===== config.mk =====
export PLATFORM = sky130hd
export DESIGN_NAME = sysctl_regs
export DESIGN_NICKNAME = d
export VERILOG_FILES = /design/src/pkg/sysctl_pkg.sv /design/src/hdl/sysctl_regs.sv
export SDC_FILE = /design/constraint.sdc
export NUM_CORES = 1
export LEC_CHECK = 0
export BUFFER_PORTS_ARGS = -buffer_cell sky130_fd_sc_hd__buf_2
export CAP_MARGIN = 15
export CORE_AREA = 2 2 67 117
export DETAILED_ROUTE_END_ITERATION = 10
export DIE_AREA = 0 0 69 119
export PLACE_DENSITY_LB_ADDON = 0.2
export RECOVER_POWER = 25
export SLEW_MARGIN = 30
export SYNTH_ARGS = -nofsm -noshare
export SYNTH_HDL_FRONTEND = slang
export SYNTH_SLANG_ARGS = --single-unit

===== constraint.sdc =====
create_clock -name pclk -period 4.3 [get_ports pclk]
set_input_delay 0.86 -clock pclk [delete_from_list [all_inputs] [get_ports pclk]]
set_output_delay 0.86 -clock pclk [all_outputs]
set_load 0.05 [all_outputs]

===== src/pkg/sysctl_pkg.sv =====
package sysctl_pkg;

    // register byte offsets (block-local map)
    localparam logic [11:0] OFF_ICS    = 12'h004;
    localparam logic [11:0] OFF_VTO    = 12'h008;
    localparam logic [11:0] OFF_AIRC   = 12'h00C;
    localparam logic [11:0] OFF_LPC    = 12'h010;
    localparam logic [11:0] OFF_PRIO   = 12'h014;

    // interrupt_control_state fields
    localparam int ICS_NMI_SET   = 31;
    localparam int ICS_DS_SET    = 28;
    localparam int ICS_DS_CLR    = 27;
    localparam int ICS_TICK_SET  = 26;
    localparam int ICS_TICK_CLR  = 25;
    localparam int ICS_ANY_PEND  = 22;
    localparam int ICS_PEND_LSB  = 12;
    localparam int ICS_PREEMPTED = 11;
    localparam int VEC_W         = 9;

    // vector_table_offset fields
    localparam int VTO_LSB = 7;

    // app_interrupt_reset_control fields
    localparam logic [15:0] AIRC_KEY_WR = 16'h05FA;
    localparam logic [15:0] AIRC_KEY_RD = 16'hFA05;
    localparam int          AIRC_KEY_LSB = 16;
    localparam int          AIRC_ENDIAN  = 15;
    localparam int          AIRC_SPLIT_LSB = 8;
    localparam int          AIRC_RST_REQ = 2;
    localparam logic [2:0]  SPLIT_RESET  = 3'h0;

    // low_power_control fields
    localparam int LPC_WAKE_ANY = 4;
    localparam int LPC_DEEP     = 2;
    localparam int LPC_ON_RET   = 1;

    localparam logic [31:0] ZERO_WORD = 32'h0000_0000;

    typedef struct packed {
        logic             psel;
        logic             penable;
        logic             pwrite;
        logic [11:0]      paddr;
        logic [31:0]      pwdata;
    } sysctl_apb_req_t;

    typedef struct packed {
        logic [VEC_W-1:0] active_vec;
        logic             preempted_active;
        logic [VEC_W-1:0] pending_vec;
        logic             any_irq_pending;
        logic [7:0]       active_prio;
        logic [7:0]       pending_prio;
    } sysctl_exc_state_t;

    typedef struct packed {
        logic irq_enabled_pend;
        logic irq_disabled_pend;
        logic event_in;
        logic send_event;
        logic wait_for_event;
        logic handler_return;
    } sysctl_power_in_t;

endpackage


===== src/hdl/sysctl_regs.sv =====
`timescale 1ns/1ps
//Contract
// - writing one pends the non-maskable interrupt
// - set and clear bits for deferred, tick
// - report active exception and preempted flag
// - report top pending exception, any-pending flag
// - table offset held in upper field
// - low seven offset bits read zero
// - writes need key; key readback reads FA05
// - read-only endianness bit, fixed
// - three-bit priority split field
// - narrow priorities padded with zero bits
// - preemption compares group priority only
// - keyed write pulses system reset request
// - wake-on-pending selects which interrupts wake
// - pending event wakes or is latched
// - send-event and external event also wake
// - deep-sleep select chooses sleep mode
// - sleep on handler return when set
module sysctl_regs #(
    parameter logic       BIG_ENDIAN  = 1'b0,
    parameter logic [2:0] MIN_SPLIT   = 3'h0,
    parameter int         PRIO_BITS   = 8
) (
    input  wire logic                        pclk,
    input  wire logic                        presetn,
    input  wire logic                        psel,
    input  wire logic                        penable,
    input  wire logic                        pwrite,
    input  wire logic [11:0]                 paddr,
    input  wire logic [31:0]                 pwdata,
    output logic      [31:0]                 prdata,
    output logic                             pready,
    output logic                             pslverr,
    input  wire sysctl_pkg::sysctl_exc_state_t exc_state,
    input  wire sysctl_pkg::sysctl_power_in_t  pwr_in,
    input  wire logic                        nmi_taken,
    input  wire logic                        ds_taken,
    input  wire logic                        tick_taken,
    output logic                             nmi_pending,
    output logic                             ds_pending,
    output logic                             tick_pending,
    output logic      [31:0]                 table_base,
    output logic      [2:0]                  split_point,
    output logic                             preempt,
    output logic                             sys_reset_req,
    output logic                             wake,
    output logic                             sleep_now,
    output logic                             deep_sleep
);
    import sysctl_pkg::*;

    logic        wr_acc;
    logic        rd_acc;
    logic        hit;
    logic        key_ok;
    logic [31:0] rd_nxt;
    logic [31:7] vto_r;
    logic [2:0]  split_r;
    logic        wake_any_r;
    logic        deep_r;
    logic        on_ret_r;
    logic        event_latch_r;
    logic        wake_src;
    logic [7:0]  grp_mask;
    logic [7:0]  prio_mask;
    logic [7:0]  act_p;
    logic [7:0]  pend_p;

    assign wr_acc = psel && penable && pwrite;
    assign rd_acc = psel && !penable && !pwrite;
    assign key_ok = pwdata[31:16] == AIRC_KEY_WR;

    assign hit = (paddr == OFF_ICS) || (paddr == OFF_VTO) || (paddr == OFF_AIRC)
              || (paddr == OFF_LPC);

    // one-cycle access phase; unmapped addresses answer with an error
    always_ff @(posedge pclk or negedge presetn) begin
        if (!presetn) begin
            pready  <= 1'b0;
            pslverr <= 1'b0;
        end else begin
            pready  <= psel && !penable;
            pslverr <= psel && !penable && !hit;
        end
    end

    // set wins over the core's acceptance; software clear wins over hold
    always_ff @(posedge pclk or negedge presetn) begin
        if (!presetn) begin
            nmi_pending  <= 1'b0;
            ds_pending   <= 1'b0;
            tick_pending <= 1'b0;
        end else begin
            if (wr_acc && paddr == OFF_ICS && pwdata[ICS_NMI_SET])
                nmi_pending <= 1'b1;
            else if (nmi_taken)
                nmi_pending <= 1'b0;
            if (wr_acc && paddr == OFF_ICS && pwdata[ICS_DS_SET])
                ds_pending <= 1'b1;
            else if ((wr_acc && paddr == OFF_ICS && pwdata[ICS_DS_CLR]) || ds_taken)
                ds_pending <= 1'b0;
            if (wr_acc && paddr == OFF_ICS && pwdata[ICS_TICK_SET])
                tick_pending <= 1'b1;
            else if ((wr_acc && paddr == OFF_ICS && pwdata[ICS_TICK_CLR]) || tick_taken)
                tick_pending <= 1'b0;
        end
    end

    // bits below VTO_LSB are not stored at all
    always_ff @(posedge pclk or negedge presetn) begin
        if (!presetn) begin
            vto_r <= '0;
        end else if (wr_acc && paddr == OFF_VTO) begin
            vto_r <= pwdata[31:VTO_LSB];
        end
    end

    assign table_base = {vto_r, 7'h00};

    // optional low split values are raised to the implemented minimum
    always_ff @(posedge pclk or negedge presetn) begin
        if (!presetn) begin
            split_r       <= SPLIT_RESET;
            sys_reset_req <= 1'b0;
        end else begin
            sys_reset_req <= wr_acc && paddr == OFF_AIRC && key_ok
                             && pwdata[AIRC_RST_REQ];
            if (wr_acc && paddr == OFF_AIRC && key_ok) begin
                if (pwdata[10:8] < MIN_SPLIT)
                    split_r <= MIN_SPLIT;
                else
                    split_r <= pwdata[10:8];
            end
        end
    end

    assign split_point = split_r;

    always_ff @(posedge pclk or negedge presetn) begin
        if (!presetn) begin
            wake_any_r <= 1'b0;
            deep_r     <= 1'b0;
            on_ret_r   <= 1'b0;
        end else if (wr_acc && paddr == OFF_LPC) begin
            wake_any_r <= pwdata[LPC_WAKE_ANY];
            deep_r     <= pwdata[LPC_DEEP];
            on_ret_r   <= pwdata[LPC_ON_RET];
        end
    end

    // group mask keeps bits [7:n+1]; n=7 leaves nothing
    always_comb begin
        grp_mask  = 8'hFF << (split_r + 3'h1);
        if (split_r == 3'h7)
            grp_mask = 8'h00;
        prio_mask = 8'hFF << (8 - PRIO_BITS);
        act_p     = exc_state.active_prio & prio_mask;
        pend_p    = exc_state.pending_prio & prio_mask;
    end

    // lower value is higher priority; subpriority never preempts
    always_ff @(posedge pclk or negedge presetn) begin
        if (!presetn) begin
            preempt <= 1'b0;
        end else begin
            preempt <= (exc_state.pending_vec != '0)
                       && ((pend_p & grp_mask) < (act_p & grp_mask)
                           || exc_state.active_vec == '0);
        end
    end

    assign wake_src = pwr_in.irq_enabled_pend
                   || (wake_any_r && pwr_in.irq_disabled_pend)
                   || pwr_in.event_in || pwr_in.send_event;

    // an event seen while not waiting is held for the next wait
    always_ff @(posedge pclk or negedge presetn) begin
        if (!presetn) begin
            event_latch_r <= 1'b0;
            wake          <= 1'b0;
        end else begin
            wake <= pwr_in.wait_for_event && (wake_src || event_latch_r);
            if (wake_src && !pwr_in.wait_for_event)
                event_latch_r <= 1'b1;
            else if (pwr_in.wait_for_event)
                event_latch_r <= 1'b0;
        end
    end

    always_ff @(posedge pclk or negedge presetn) begin
        if (!presetn) begin
            sleep_now  <= 1'b0;
            deep_sleep <= 1'b0;
        end else begin
            sleep_now  <= pwr_in.handler_return && on_ret_r;
            deep_sleep <= deep_r;
        end
    end

    // read mux; write-only bits and reserved bits return zero
    always_comb begin
        rd_nxt = ZERO_WORD;
        if (paddr == OFF_ICS) begin
            rd_nxt[ICS_NMI_SET]   = nmi_pending;
            rd_nxt[ICS_DS_SET]    = ds_pending;
            rd_nxt[ICS_TICK_SET]  = tick_pending;
            rd_nxt[ICS_ANY_PEND]  = exc_state.any_irq_pending;
            rd_nxt[ICS_PEND_LSB +: VEC_W] = exc_state.pending_vec;
            rd_nxt[ICS_PREEMPTED] = exc_state.preempted_active;
            rd_nxt[VEC_W-1:0]     = exc_state.active_vec;
        end else if (paddr == OFF_VTO) begin
            rd_nxt[31:VTO_LSB] = vto_r;
        end else if (paddr == OFF_AIRC) begin
            rd_nxt[31:AIRC_KEY_LSB] = AIRC_KEY_RD;
            rd_nxt[AIRC_ENDIAN]     = BIG_ENDIAN;
            rd_nxt[10:AIRC_SPLIT_LSB] = split_r;
        end else if (paddr == OFF_LPC) begin
            rd_nxt[LPC_WAKE_ANY] = wake_any_r;
            rd_nxt[LPC_DEEP]     = deep_r;
            rd_nxt[LPC_ON_RET]   = on_ret_r;
        end
    end

    always_ff @(posedge pclk or negedge presetn) begin
        if (!presetn)
            prdata <= ZERO_WORD;
        else if (rd_acc)
            prdata <= rd_nxt;
    end

endmodule // sysctl_regs


==> results by group <==
Logic synthesis
  • Synth cell types: 45
  • Adder-cell area share of the yosys netlist: 4.25%
  • Number of synthesized flops with an enable pin: 0
  • Mapped Area: 3530 um2
  • Seq cells post-synth: 74
  • Mapped Cells: 297
  • Avg Cell Area, Syn: 11.9 um2
  • Synth Warn #: 0
  • Register area share after synthesis: 52.4%
  • Simple-gate share of the synthesized area: 16.8%
  • Async SR Flop Fraction: 100%
  • Compound-Gate Fraction of Synth Area: 12.4%
  • XOR/XNOR share of the synthesized area: 0%
  • Mux contribution to synthesized area: 9.88%
  • Synth Flop Type: dfrtp_1
  • Largest family of logic cells by synthesized area: simple AND/OR/NAND/NOR gates

Pwr
  • Leakage power: 2.61 nW
  • Max VDD drop: 388 uV
  • Power Dens Cells: 359 nW/um2

Clock tree
  • CTS max path bufs: 2
  • Num CTS Buffers: 9
  • CTS tree: done
  • Clk_lat worst skew: 0.33 ns
  • Clock Tree Root: clkbuf_16
  • Post-CTS Hold Buffers: 0
  • H-tree depth: 3
  • Reg clk slew, reported paths: 0.06 ns
  • Post-CTS Setup Repair Bufs: 0
  • Clk sinks: 74
  • PostCTS Resize Cnt: 0

Critical path
  • Worst-path cell chain: buf_2 > nor4_4 > nand3b_1 > nor2_4 > mux2_2
  • Crit path DAT: 2.80 ns
  • RR Endpoint: preempt
  • Reg2Reg Depth: 10
  • Worst path slowest cell: nor2_4
  • Crit Path Class: in -> reg
  • CP endpoint kind: flop
  • CP startpoint kind: primary input
  • Worst path max stage delay: 0.70 ns
  • CP max FO: 25
  • Crit path required time: 4.52 ns
  • R2R Setup Slk: 1.83 ns
  • Worst flop-to-flop path startpoint: split_point[1]

Placed design
  • Pre-CTS setup slack: 1.39 ns
  • GP Congestion: 0.933
  • Port buffer count: 159
  • Post-DP HPWL: 7.30 mm

Final layout
  • Largest register by flop count: prdata
  • Max reg flops: 32
  • Inserted Diodes: 0
  • Final net count: 563
  • Most common cell after layout, fill and taps aside: buf_2
  • Share of cells above drive strength 1: 45.7%
  • Synth-to-Final Area Change: 32.8%
  • Most frequent cells in the layout: 157 x buf_2, 74 x dfrtp_1, 29 x mux2_2
  • Final core occ: 63.8%

Global routing
  • First-pass GRT wire length: 15.2 mm
  • Initial antenna violation count: 0
  • Vias in the first global route: 3063
  • Grt total ovfl: 0
  • GRT Total Usage: 24.2%
  • Largest net degree at the start of global routing: 75

Drt
  • DRC viols: 0
  • Final wirelength: 9.89 mm
  • Vias: 3039
  • DR WL/cell: 18.0 um
  • DR iter-0 viols: 165
  • DR vias/cell: 5.53
  • ANT nets after route: 0
  • Drt pass-1 iters: 4

STA
  • Setup ws final: 1.71 ns
  • Final min period: 2.59 ns
  • Final Hold Vio Count: 0
  • Final clock skew: 0.00487 ns
  • Final hold slack: 0.423 ns
  • Fin. max-slew vios: 75
  • Setup_tns: 0 ns
  • Period utilisation layout: 60.1%
  • RSZ-0062 raised after global routing: no
  • Slew margin rel.: -23.1%
  • Setup violations, final: 0
  • Worst Max-Slew Pin Slew: 1.85 ns
  • Fmax achieved: 387 MHz

Min path
  • Hold Crit Depth: 0
  • Hold path endpoint: deep_sleep
  • Worst min path class: reg -> reg
  • Hold Crit Start: deep_r

Floorplanning
  • Cell Rows: 42
  • Die height: 119 um
  • Ports: 171
  • Die area: 8210 um2
  • Initial Util: 48.0%
  • Die width: 69 um
  • Core ar.: 7360 um2

Status
  • Violated checks: max-capacitance violations, max-slew violations
  • Status: finished with violations

Run
  • MaxCap Viol Count: 1
[worst max path at each step]
stage,start,endpoint
2_1_floorplan,split_point[1],preempt
6_report,paddr[9],vto_r[29]
4_1_cts,paddr[9],vto_r[29]
5_1_grt,split_point[1],preempt
3_5_place_dp,paddr[9],vto_r[29]
3_3_place_gp,paddr[7],prdata[9]
[per-layer routing]
layer	up-vias	global-route usage, %	wire length (um)
met2	111	43.3	5400
met4	0	10.9	252
met3	19	6.26	540
met5	-	0	0
met1	1500	26.4	3700
li1	1409	-	-
[cell type report]
type,count,area [um2]
clock buffers,12,256
clock inverters,4,73.8
fillers,632,2670
inverters,9,33.8
multi-input cells,203,1560
flip-flops and latches,74,1850
well taps,88,110
repair buffers,160,802
[where the power goes]
group / switching (mW) / internal (mW) / leakage (nW)
Combinational: 0.105 / 0.0527 / 1.43
Clock: 0.277 / 0.539 / 0.163
Sequential: 0.00275 / 0.705 / 1.02
Total: 0.385 / 1.30 / 2.61
[cell usage after synthesis, types with 2 or more instances]
master    count  area share, %
nor4_1        2           0.35
a21oi_1      11            1.6
buf_2         3           0.42
nand3_1       7           0.99
mux2_1        2           0.64
and4_1        3           0.74
nor2_1       21            2.2
dfrtp_1      74             52
ha_1         12            4.3
mux2_2       29            9.2
nor3_1        5           0.71
and2_1       10            1.8
o31ai_1       4           0.85
o211ai_1      2           0.42
inv_1         9           0.96
a32o_1        2           0.57
buf_4         8            1.7
buf_6         2           0.64
a22o_1        8            2.0
clkbuf_1      4           0.42
nand4_1       3           0.53
a221o_1      17            4.8
o21ai_0       4           0.57
nor4_4        2            1.2
nor2b_1      16            2.8
nor4bb_1      2           0.57
and3_1        4           0.71
a221oi_1      3           0.74
nand2b_1      2           0.35
nand2_1      11            1.2
[metrics by stage]
step / cells / cell area [um2] / power (mW)
finish: 550 / 4690 / 1.68
global route: 550 / 4690 / 1.73
CTS: 550 / 4700 / 1.70
detailed placement: 534 / 4370 / 0.879
global placement: 534 / 4360 / 0.875
floorplan: 303 / 3550 / 0.802
[cells by family (layout without fill, tap and decap cells)]
kind of cell	count (synthesis)	in the layout
DFF	74	74
buffers and inverters	26	185
and+or+nand+nor	98	98
adders and majority gates	12	12
other	1	7
AOI/OAI and AO/OA	55	55
muxes	31	31
[critical path: cells and delay by family]
kind          cells  cell delay [ns]
mux               1             0.42
buf+inv           1             0.12
simple gates      3             1.38
No activity file was read; power rests on OpenSTA's default activity.
